<file path="src/design/unaligned_load_pkg.sv">
package unaligned_load_pkg;

	// ****************************************************************
	// Instruction word fields
	// ****************************************************************
	localparam int          OPCODE_MSB   = 31;
	localparam int          OPCODE_LSB   = 26;
	localparam int          BASE_MSB     = 25;
	localparam int          BASE_LSB     = 21;
	localparam int          DEST_MSB     = 20;
	localparam int          DEST_LSB     = 16;
	localparam int          OFFSET_MSB   = 15;
	localparam int          OFFSET_LSB   = 0;
	localparam logic [5:0]  OPCODE_LEFT  = 6'h22;
	localparam logic [5:0]  OPCODE_RIGHT = 6'h26;

	// ****************************************************************
	// Widths, reset values and policy
	// ****************************************************************
	localparam int          REG_WIDTH    = 64;
	localparam int          WORD_WIDTH   = 32;
	localparam int          OFFSET_WIDTH = 16;
	localparam int          LANE_COUNT   = 4;
	localparam logic [63:0] DATA_RESET   = 64'h0;
	localparam logic [4:0]  DEST_RESET   = 5'h0;
	// Partial right-part load: 0 keeps upper half, 1 copies old bit 31
	localparam logic        RIGHT_PARTIAL_SIGN_FILL = 1'b0;

	// ****************************************************************
	// Exception codes, in falling priority
	// ****************************************************************
	localparam logic [1:0]  EXC_ADDRESS_ERROR = 2'h0;
	localparam logic [1:0]  EXC_TLB_REFILL    = 2'h1;
	localparam logic [1:0]  EXC_TLB_INVALID   = 2'h2;
	localparam logic [1:0]  EXC_BUS_ERROR     = 2'h3;

	typedef enum logic [1:0] {
		KIND_NONE,
		KIND_LEFT,
		KIND_RIGHT
	} load_kind_type;

endpackage

</file>
<file path="src/design/merge_if.sv">
`timescale 1ns/1ps
`default_nettype none

interface merge_if;
	logic        is_left;
	logic [1:0]  byte_sel;
	logic [63:0] old_value;
	logic [31:0] mem_word;
	logic [63:0] result;
	logic [3:0]  lane_en;

	modport unit
	(
		input  is_left,
		input  byte_sel,
		input  old_value,
		input  mem_word,
		output result,
		output lane_en
	);

	modport user
	(
		output is_left,
		output byte_sel,
		output old_value,
		output mem_word,
		input  result,
		input  lane_en
	);
endinterface

`default_nettype wire

</file>
<file path="src/design/unaligned_word_load_merge.sv">
// Overview of operation
// - Left part: bytes by offset and endianness
// - Back-to-back same destination merges forwarded data
// - Left part reports translation, bus, address errors
// - Right part decoded from its major opcode
// - Address is base plus signed offset
// - Right part fills low end of word
// - Right part, four bytes: sign-extend upper half
// - Right part partial: one fixed upper policy
// - Both parts together give sign-extended word
// - Right part: bytes by offset and endianness
// - Merge target is the low word
// - Upper half is never zero-filled
// - Left part always sign-extends upper half
// - Left part fills high end of word
// - Left part decoded from its major opcode
`timescale 1ns/1ps
`default_nettype none

module unaligned_word_load_merge
(
	input  wire logic        mclk,
	input  wire logic        resetn,
	input  wire logic        issue_valid,
	output logic             issue_ready,
	input  wire logic [31:0] instr_word,
	input  wire logic [63:0] base_value,
	input  wire logic [63:0] dest_old_value,
	input  wire logic        cpu_big_endian_setting,
	input  wire logic        reverse_endian_setting,
	input  wire logic        memory_big_endian_setting,
	output logic             mem_req_valid,
	output logic [63:0]      mem_req_addr,
	input  wire logic        mem_rsp_valid,
	input  wire logic [63:0] mem_rsp_data,
	input  wire logic        mem_rsp_tlb_refill,
	input  wire logic        mem_rsp_tlb_invalid,
	input  wire logic        mem_rsp_bus_error,
	input  wire logic        mem_rsp_address_error,
	output logic             wb_valid,
	output logic [4:0]       wb_dest,
	output logic [63:0]      wb_data,
	output logic             exc_valid,
	output logic [1:0]       exc_code,
	output logic [63:0]      effective_byte_address
);
	typedef enum logic [1:0] {
		ST_IDLE,
		ST_MEM
	} state_type;

	function automatic unaligned_load_pkg::load_kind_type decode_kind
	(
		input logic [31:0] word
	);
		logic [5:0] op;
		op = word[unaligned_load_pkg::OPCODE_MSB:unaligned_load_pkg::OPCODE_LSB];
		if (op == unaligned_load_pkg::OPCODE_LEFT)
			return unaligned_load_pkg::KIND_LEFT;
		else if (op == unaligned_load_pkg::OPCODE_RIGHT)
			return unaligned_load_pkg::KIND_RIGHT;
		else
			return unaligned_load_pkg::KIND_NONE;
	endfunction

	state_type                      state_ff, nxt_state;
	unaligned_load_pkg::load_kind_type kind_ff, nxt_kind;
	logic [63:0]                    ea_ff, nxt_ea;
	logic [63:0]                    old_ff, nxt_old;
	logic [4:0]                     dest_ff, nxt_dest;
	logic [1:0]                     sel_ff, nxt_sel;
	logic                           word_sel_ff, nxt_word_sel;
	logic [63:0]                    paddr_ff, nxt_paddr;
	logic                           wb_valid_ff, nxt_wb_valid;
	logic [63:0]                    wb_data_ff, nxt_wb_data;
	logic [3:0]                     lane_en_ff, nxt_lane_en;
	logic                           exc_valid_ff, nxt_exc_valid;
	logic [1:0]                     exc_code_ff, nxt_exc_code;
	logic                           last_valid_ff, nxt_last_valid;
	logic [4:0]                     last_dest_ff, nxt_last_dest;
	logic [63:0]                    last_data_ff, nxt_last_data;

	logic                           accept;
	logic                           forward_hit;
	logic                           rsp_error;
	logic [4:0]                     issue_dest;
	logic [63:0]                    issue_ea;
	logic [63:0]                    offset_ext;
	logic [2:0]                     phys_low;

	merge_if mg ();

	byte_merge_unit u_merge
	(
		.m (mg.unit)
	);

	// ****************************************************************
	// Issue side
	// ****************************************************************
	assign issue_ready = (state_ff == ST_IDLE);
	// Other opcodes are taken and dropped without a response
	assign accept      = issue_valid && issue_ready &&
		(decode_kind(instr_word) != unaligned_load_pkg::KIND_NONE);
	assign issue_dest  = instr_word[unaligned_load_pkg::DEST_MSB:
		unaligned_load_pkg::DEST_LSB];
	assign offset_ext  = {{48{instr_word[15]}}, instr_word[15:0]};
	// No alignment check: low bits are the byte position
	assign issue_ea    = base_value + offset_ext;
	// Result not yet in the register file when loads follow back to back
	assign forward_hit = last_valid_ff && (last_dest_ff == issue_dest);

	always_comb
	begin
		phys_low = issue_ea[2:0] ^ {3{reverse_endian_setting}};
		if (!memory_big_endian_setting)
			phys_low = 3'h0;
	end

	assign rsp_error = mem_rsp_tlb_refill || mem_rsp_tlb_invalid ||
		mem_rsp_bus_error || mem_rsp_address_error;

	// ****************************************************************
	// Merge datapath hookup
	// ****************************************************************
	assign mg.is_left   = (kind_ff == unaligned_load_pkg::KIND_LEFT);
	assign mg.byte_sel  = sel_ff;
	assign mg.old_value = old_ff;
	assign mg.mem_word  = word_sel_ff ? mem_rsp_data[63:32] :
		mem_rsp_data[31:0];

	// ****************************************************************
	// Sequencer
	// ****************************************************************
	always_comb
	begin
		nxt_state      = state_ff;
		nxt_kind       = kind_ff;
		nxt_ea         = ea_ff;
		nxt_old        = old_ff;
		nxt_dest       = dest_ff;
		nxt_sel        = sel_ff;
		nxt_word_sel   = word_sel_ff;
		nxt_paddr      = paddr_ff;
		nxt_wb_valid   = 1'b0;
		nxt_wb_data    = wb_data_ff;
		nxt_lane_en    = lane_en_ff;
		nxt_exc_valid  = 1'b0;
		nxt_exc_code   = exc_code_ff;
		nxt_last_valid = last_valid_ff;
		nxt_last_dest  = last_dest_ff;
		nxt_last_data  = last_data_ff;
		case (state_ff)
			ST_IDLE:
			begin
				if (accept)
				begin
					nxt_state    = ST_MEM;
					nxt_kind     = decode_kind(instr_word);
					nxt_ea       = issue_ea;
					nxt_dest     = issue_dest;
					nxt_old      = forward_hit ? last_data_ff :
						dest_old_value;
					nxt_sel      = issue_ea[1:0] ^
						{2{cpu_big_endian_setting}};
					nxt_word_sel = issue_ea[2] ^ cpu_big_endian_setting;
					nxt_paddr    = {issue_ea[63:3], phys_low};
				end
			end
			ST_MEM:
			begin
				if (mem_rsp_valid)
				begin
					nxt_state = ST_IDLE;
					if (rsp_error)
					begin
						nxt_exc_valid  = 1'b1;
						nxt_last_valid = 1'b0;
						if (mem_rsp_address_error)
							nxt_exc_code = unaligned_load_pkg::EXC_ADDRESS_ERROR;
						else if (mem_rsp_tlb_refill)
							nxt_exc_code = unaligned_load_pkg::EXC_TLB_REFILL;
						else if (mem_rsp_tlb_invalid)
							nxt_exc_code = unaligned_load_pkg::EXC_TLB_INVALID;
						else
							nxt_exc_code = unaligned_load_pkg::EXC_BUS_ERROR;
					end
					else
					begin
						nxt_wb_valid   = 1'b1;
						nxt_wb_data    = mg.result;
						nxt_lane_en    = mg.lane_en;
						nxt_last_valid = 1'b1;
						nxt_last_dest  = dest_ff;
						nxt_last_data  = mg.result;
					end
				end
			end
			default:
			begin
				nxt_state = ST_IDLE;
			end
		endcase
	end

	always_ff @(posedge mclk or negedge resetn)
	begin
		if (!resetn)
		begin
			state_ff      <= ST_IDLE;
			kind_ff       <= unaligned_load_pkg::KIND_NONE;
			ea_ff         <= unaligned_load_pkg::DATA_RESET;
			old_ff        <= unaligned_load_pkg::DATA_RESET;
			dest_ff       <= unaligned_load_pkg::DEST_RESET;
			sel_ff        <= 2'h0;
			word_sel_ff   <= 1'b0;
			paddr_ff      <= unaligned_load_pkg::DATA_RESET;
			wb_valid_ff   <= 1'b0;
			wb_data_ff    <= unaligned_load_pkg::DATA_RESET;
			lane_en_ff    <= 4'h0;
			exc_valid_ff  <= 1'b0;
			exc_code_ff   <= 2'h0;
			last_valid_ff <= 1'b0;
			last_dest_ff  <= unaligned_load_pkg::DEST_RESET;
			last_data_ff  <= unaligned_load_pkg::DATA_RESET;
		end
		else
		begin
			state_ff      <= nxt_state;
			kind_ff       <= nxt_kind;
			ea_ff         <= nxt_ea;
			old_ff        <= nxt_old;
			dest_ff       <= nxt_dest;
			sel_ff        <= nxt_sel;
			word_sel_ff   <= nxt_word_sel;
			paddr_ff      <= nxt_paddr;
			wb_valid_ff   <= nxt_wb_valid;
			wb_data_ff    <= nxt_wb_data;
			lane_en_ff    <= nxt_lane_en;
			exc_valid_ff  <= nxt_exc_valid;
			exc_code_ff   <= nxt_exc_code;
			last_valid_ff <= nxt_last_valid;
			last_dest_ff  <= nxt_last_dest;
			last_data_ff  <= nxt_last_data;
		end
	end

	assign mem_req_valid          = (state_ff == ST_MEM);
	assign mem_req_addr           = paddr_ff;
	assign wb_valid               = wb_valid_ff;
	assign wb_dest                = dest_ff;
	assign wb_data                = wb_data_ff;
	assign exc_valid              = exc_valid_ff;
	assign exc_code               = exc_code_ff;
	assign effective_byte_address = ea_ff;
endmodule

`default_nettype wire

</file>
<file path="src/design/byte_merge_unit.sv">
`timescale 1ns/1ps
`default_nettype none

module byte_merge_unit
(
	merge_if.unit m
);
	logic [31:0] shifted;
	logic [31:0] low_word;
	logic        full_word;

	// ****************************************************************
	// Align fetched bytes to their destination lanes
	// ****************************************************************
	always_comb
	begin
		if (m.is_left)
			shifted = m.mem_word << (5'(3 - m.byte_sel) * 8);
		else
			shifted = m.mem_word >> (5'(m.byte_sel) * 8);
	end

	genvar i;
	generate
		for (i = 0; i < 4; i++)
		begin : g_lane
			// Left fills from the top lane down, right from lane 0 up
			assign m.lane_en[i] = m.is_left ?
				(3'(i) >= 3'(3 - m.byte_sel)) :
				(3'(i) <= 3'(3 - m.byte_sel));
			assign low_word[8*i+7:8*i] = m.lane_en[i] ?
				shifted[8*i+7:8*i] : m.old_value[8*i+7:8*i];
		end
	endgenerate

	assign full_word = m.is_left || (m.byte_sel == 2'h0);

	// ****************************************************************
	// Upper half: never zeroed
	// ****************************************************************
	always_comb
	begin
		if (full_word)
			m.result = {{32{low_word[31]}}, low_word};
		else if (unaligned_load_pkg::RIGHT_PARTIAL_SIGN_FILL)
			m.result = {{32{m.old_value[31]}}, low_word};
		else
			m.result = {m.old_value[63:32], low_word};
	end
endmodule

`default_nettype wire

</file>
<file path="config.mk">
export PLATFORM = sky130hd
export DESIGN_NAME = unaligned_word_load_merge
export DESIGN_NICKNAME = d
export VERILOG_FILES = /design/src/design/unaligned_load_pkg.sv /design/src/design/merge_if.sv /design/src/design/unaligned_word_load_merge.sv /design/src/design/byte_merge_unit.sv
export SDC_FILE = /design/constraint.sdc
export NUM_CORES = 1
export LEC_CHECK = 0
export BUFFER_PORTS_ARGS = -buffer_cell sky130_fd_sc_hd__clkbuf_2
export CAP_MARGIN = 20
export CELL_PAD_IN_SITES_DETAIL_PLACEMENT = 1
export CELL_PAD_IN_SITES_GLOBAL_PLACEMENT = 2
export CORE_ASPECT_RATIO = 0.5
export CORE_MARGIN = 1
export CORE_UTILIZATION = 30
export DETAILED_ROUTE_END_ITERATION = 10
export HOLD_SLACK_MARGIN = 0.1
export PLACE_DENSITY_LB_ADDON = 0.1
export SLEW_MARGIN = 10
export SYNTH_ARGS = -nofsm -noshare
export SYNTH_HDL_FRONTEND = slang
export SYNTH_SLANG_ARGS = --single-unit
</file>
<file path="constraint.sdc">
create_clock -name mclk -period 2.5 [get_ports mclk]
set_clock_uncertainty 0.15 [all_clocks]
set_input_delay 0.125 -clock mclk [delete_from_list [all_inputs] [get_ports mclk]]
set_output_delay 0.125 -clock mclk [all_outputs]
set_load 0.005 [all_outputs]
</file>
# Word-level counts from Yosys, hierarchy flattened
# Index checks and enable logic that the tools add are counted.
[totals]
ff_bits = 278
in_bits = 235
out_inout_bits = 203
elab_cells = 79
[classes]
n_addsub = 2
magnitude_cmp = 8
eq_ne = 7
n_shift = 2
mux = 27
bitwise_logic = 4
reduce_logical = 15
[op_table]
columns = ["operator", "n"]
rows = [
  ["$mux W64", 2],
  ["$add A64 B64 Y64", 1],
  ["$mux W32", 2],
  ["$mux W8", 4],
  ["$shl A32 B8 Y32", 1],
  ["$shr A32 B5 Y32", 1],
  ["$eq A6 B6 Y1 const B", 2],
  ["$mux W2", 6],
  ["$mux W1", 11],
  ["$ge A1 B3 Y1 const A", 2],
  ["$ge A2 B3 Y1 const A", 2],
  ["$le A1 B3 Y1 const A", 2],
  ["$le A2 B3 Y1 const A", 2],
  ["$reduce_and A2 Y1", 3],
  ["$reduce_and A3 Y1", 2],
  ["$eq A5 B5 Y1", 1],
  ["$eq A2 B1 Y1 const B", 2],
  ["$logic_not A2 Y1", 2],
  ["$logic_or A1 B1 Y1", 4],
  ["$ne A2 B1 Y1 const B", 2],
  ["$pmux W2 S2", 1],
  ["$logic_and A1 B1 Y1", 3],
  ["$mux W3", 1],
  ["$sub A2 B2 Y3 const A", 1],
  ["5 further kinds", 5],
]

# Longest topological paths before layout
[logic_depth]
word_depth = 7
mapped_depth = 13
ltp_nobuf = 13

# Modules after synthesis
# Synthesis repeated with hierarchy kept, for this count alone.
[hier_totals]
cells_unflattened = 1593
area_unflattened_um2 = 14876.8
[modules_own_cells]
columns = ["mod", "instances", "cells_each", "area_each_um2", "seq_area_each_um2"]
rows = [
  ["unaligned_word_load_merge", 1, 1352, 13103.8, 5405.2],
  ["byte_merge_unit", 1, 241, 1773.0, 0.0],
]

# Worst setup path before layout
# No wires, ideal clock.
[synth_path]
kind = "input-to-reg"
start = "input port instr_word[0]"
end = "register ea_ff[62] (netlist: effective_byte_address[62])"
setup_time_ps = 69
arrival_ps = 2401
t_required_ps = 2281
setup_slack_ps = -120
cell_stages = 13
path_buffers = 0
path_cell_list = "ha_1 -> inv_1 -> fa_1 -> nand2b_1 -> a21oi_1 -> o2111ai_1 -> o22ai_2 -> o31ai_2 -> a211oi_1 -> nor2_1 -> nand4b_4 -> a2111oi_2 -> nand3b_1"
[synth_between]
elab_chain_cells = 1
[synth_rtl]
columns = ["item", "line", "text"]
rows = [
  ["start: declaration", "unaligned_word_load_merge.sv:26", "input wire logic [31:0] instr_word,"],
  ["$add A64 B64 Y64", "unaligned_word_load_merge.sv:109", "assign issue_ea = base_value + offset_ext;"],
  ["end signal: assignment", "unaligned_word_load_merge.sv:212", "ea_ff <= unaligned_load_pkg::DATA_RESET;"],
  ["end signal: assignment", "unaligned_word_load_merge.sv:231", "ea_ff <= nxt_ea;"],
  ["end: declaration", "unaligned_word_load_merge.sv:68", "logic [63:0] ea_ff, nxt_ea;"],
]
# Every way passes these cells.
# A chain may end at the register's enable or synchronous reset.

# Worst setup path in the final report
[layout_path]
start = "input port instr_word[15]"
end = "register ea_ff[62] (netlist: effective_byte_address[62])"
# The elaborated chain is that of the path after synthesis.

==> results.txt <==
* Register bit total from synthesis: 216
* Nets: 2762
* Type of origin of the critical path: input pin
- Number of vias after detailed routing: 14.8k
* Synth Cell Area: 14500 µm²
- Setup violations remaining at the end of the flow were counted as 0.
- Cell internal power was estimated by the tool at 8.76 mW.
* Clock network fraction of total power: 28.3%
- Initial antenna violation count: 0
- Post-route DRC: 0
- In this run the static leakage power is 10.7 nW.
- Post-synth cell types: 74
* First-iteration detailed-routing DRC count: 586
- Overall die area: 49300 µm²
- Weighted congestion reported at the end of routability-driven placement: 0.824
- Combinational cells account for 37.4% of the total power.
- Kind of critical path: in -> reg
- Data on the critical path arrives at its endpoint at 2770 ps.
- Class of the tightest hold or removal check: in -> reg
- Number of antenna-violating nets in the routed design: 0
* Worst setup timing slack at the placement stage: -548 ps
* Number of port buffers: 432
- Dominant combinational cell family by area after synthesis: compound AO/OA/AOI/OAI gates
* Xor and xnor area share after synthesis: 4.05%
- Of the total power, the share spent switching nets is 34.6%.
- After routing, the total negative slack on setup checks comes to 0 ps.
- 1st-pass router iterations: 4
- Post-synthesis compound-gate area fraction: 19.5%
* Worst reg2reg path endpoint: last_data_ff[12]
- Max stage delay cell, worst path: ha_2
* Starting density of the core: 30.7%
- In this run the worst setup path terminates at effective_byte_address[62].
- Count of pins on the block boundary: 438
- Number of warning messages in the yosys log: 0
- The first global-routing pass estimated 85000 µm of wire.
- Worst Setup End Kind: register
- Worst hold slack after final layout: 90.0 ps
* Proportion of synthesized area in mux cells: 10.8%
- The synthesized design spends more area on one cell type than any other, namely dfrtp_1.
- Final core area utilization: 46.1%
- Startpoint of the worst register-to-register path: word_sel_ff
- The number of global-route vias before repair was 15.6k.
- Crit path time final: 2430 ps
* Share of layout cells above drive strength 1: 34.6%
- The completed layout was analyzed and its total power is 13.4 mW.
* Max-capacitance violation count: 0
- Dividing the synthesized area by the synthesized cell count gives 8.50 µm².
* EDFF count, synth: 0
- The synthesized design devotes to its leading area cell type 37.3% of total area.
* Final worst setup slack: 72.9 ps
* Clock tree root buffer cell: clkbuf_16
* Slew at the pin closest to its max-slew limit: 593 ps
* Number of antenna repair diodes: 0
* Nets in the synthesized netlist: 2004
* Maximum clock path buffer count: 3
* Core Rows: 56
- After floorplanning, the core was sized to cover 47300 µm².
* Basic-gate share of the synthesized area counting and, or, nand and nor cells: 16.2%
- Worst R2R Setup Slack: 140 ps
* Register area share after synthesis: 37.3%
- The run finished with clean final reports.
- The critical path goes through clkbuf_2, buf_12, ha_2, nand4_1, or3_1, o22ai_2, o31ai_4, a211oi_4, nor2_1, nand4b_4, a2111oi_4, nand3b_1.
- Largest net degree at the start of global routing: 130
* Clock transition at the registers of the reported paths: 70 ps
- Registers are responsible for 34.3% of the overall power.
- From synthesis to final layout, the design area changed by 50.4%.
- Worst Path Required: 2840 ps
- Setup repair after global routing could not meet its margin everywhere.
- For this run, the total global-route usage over all layers was measured as 21.5%.
- Most common cell after layout, fill and taps aside: clkbuf_2
- Net load switching power: 4.64 mW
* Die width: 313 µm
- Max-slew violation total from the final report: 0
- Leading register cell type out of synthesis: dfrtp_1
- The final critical path takes up 97.1% of the cycle.
- HPWL after DPL: 41400 µm
- Leaving out fill and tap cells, the most frequent cells in the layout are 431 x clkbuf_2, 341 x nand2_1, 279 x buf_4.
- Fmax: 0.412 GHz
* Share of flip-flops with an asynchronous set or reset after synthesis: 100%
* Die outline height: 157 µm
* Detail-routed net length per standard cell: 17.3 µm
- The critical path starts at instr_word[15].
- Depth of the worst register-to-register path: 6
* Slowest cell delay on critical path: 440 ps
* Max rail drop VDD: 0.000428 V
- For this block, the routed nets add up to 54000 µm of wire.
* Grt total ovfl: 0
- Number of levels in the clock H-tree: 1
* Clock tree from TritonCTS: done
- The hold violation count in the final report was 0.
- For this design the ratio of total power to cell area is 615 nW/µm².
- TritonCTS buffer count: 24
* Clock sink count: 216
- Top cells by area, synth: dfrtp_1 37%, mux2i_1 9.0%, nand2_1 8.9%, o21ai_0 6.1%, ha_1 5.4%
- The later pin in the worst-skew pair is clocked with a latency of 550 ps.
* Synthesized instance count: 1705
* Slew Limit Headroom: 60.5%
- Using the TritonRoute via totals, the vias-per-cell ratio works out to 4.76.
- Of the total synthesized cell area, the portion taken by full adders, half adders and majority gates is 5.57%.
- Fill cell instance count of the final layout: 5704
* Maximum net fanout on the critical path: 23
## layer usage
layer | vias up | routed length [µm] | GRT usage, % | part of all wire [%]
met3 | 51 | 1330 | 2.45 | 2.5
met2 | 169 | 28400 | 40.5 | 53
met4 | 0 | 924 | 3.95 | 1.7
li1 | 7431 | - | - | -
met1 | 7193 | 23400 | 26.6 | 43
met5 | - | 0 | 0 | 0
## cell type report
type	instances	area, µm²	share of cell area [%]
clock inverter	10	124	0.568
tap	638	798	3.66
sequential	216	5410	24.8
inverter	28	110	0.505
timing repair buffer	890	6220	28.5
multi-input combinational	1303	8450	38.7
clock buffer	34	698	3.20
## cells in the mapped netlist, types with 11 or more instances
library cell,instances
nor3_1,11
buf_2,18
o21ai_0,178
clkbuf_1,70
xnor2_1,45
xor2_1,22
buf_4,61
mux2i_1,131
nor2_1,93
o21bai_1,16
nand4_1,19
o211ai_1,15
ha_1,63
inv_1,28
and3_1,13
nand2_1,344
a21o_1,27
nand3_1,15
a21oi_1,143
o21ai_1,35
dfrtp_1,216
## critical path, delay by kind of cell
| kind | cells | cell delay [ps] |
|---|---|---|
| fa+ha+maj | 1 | 440 |
| simple gates | 5 | 1030 |
| buf+inv | 2 | 260 |
| compound gates | 4 | 890 |
## sequential cells by signal (all words and copies together), names as in the netlist, 2 cells and up
signal,cells
effective_byte_address,64
exc_code,2
kind_ff,2
last_data_ff,64
last_dest_ff,5
mem_req_addr,3
mg.byte_sel,2
mg.old_value,64
wb_dest,5
## how the worst min path moves through the flow
stage | cells after the start | slack [ps] | end | start
3_3_place_gp | 1 | -10 | mg.old_value[11] | resetn
6_report | 5 | 90 | effective_byte_address[22] | base_value[22]
4_1_cts | 5 | 100 | last_data_ff[15] | mem_rsp_data[63]
3_5_place_dp | 1 | -10 | mg.old_value[11] | resetn
5_1_grt | 5 | 130 | effective_byte_address[54] | base_value[54]
2_1_floorplan | 0 | -320 | effective_byte_address[0] | resetn
## cells by family after synthesis
family / Yosys count
AOI/OAI and AO/OA: 483
xor gates and xnor gates: 67
muxes: 146
DFF: 216
and+or+nand+nor: 543
adders and majority gates: 64
buffers and inverters: 186
## power groups by stage
stage | Sequential [mW] | Combinational (mW) | Clock [mW]
3_5_place_dp | 4.68 | 4.70 | 0
3_3_place_gp | 4.66 | 4.64 | 0
4_1_cts | 4.62 | 5.01 | 3.95
2_1_floorplan | 4.50 | 2.76 | 0
5_1_grt | 4.68 | 5.58 | 4.05
6_report | 4.60 | 5.01 | 3.80
## what timing repair did
action | 4_1_cts | 5_1_grt
endpoints found under the setup margin | 0 | 54
hold endpoints to repair | 363 | 0
hold buffers | 162 | 0
gates resized for setup | 0 | 50
setup buffers | 0 | 0
## through the flow
step / cells / area [µm²]
after CTS: 3119 / 21600
after detailed placement: 2913 / 19100
after global routing: 3119 / 21800
after global placement: 2913 / 19100
after floorplan: 1705 / 14500
final: 3119 / 21800
Power figures use the tool's default switching activity.
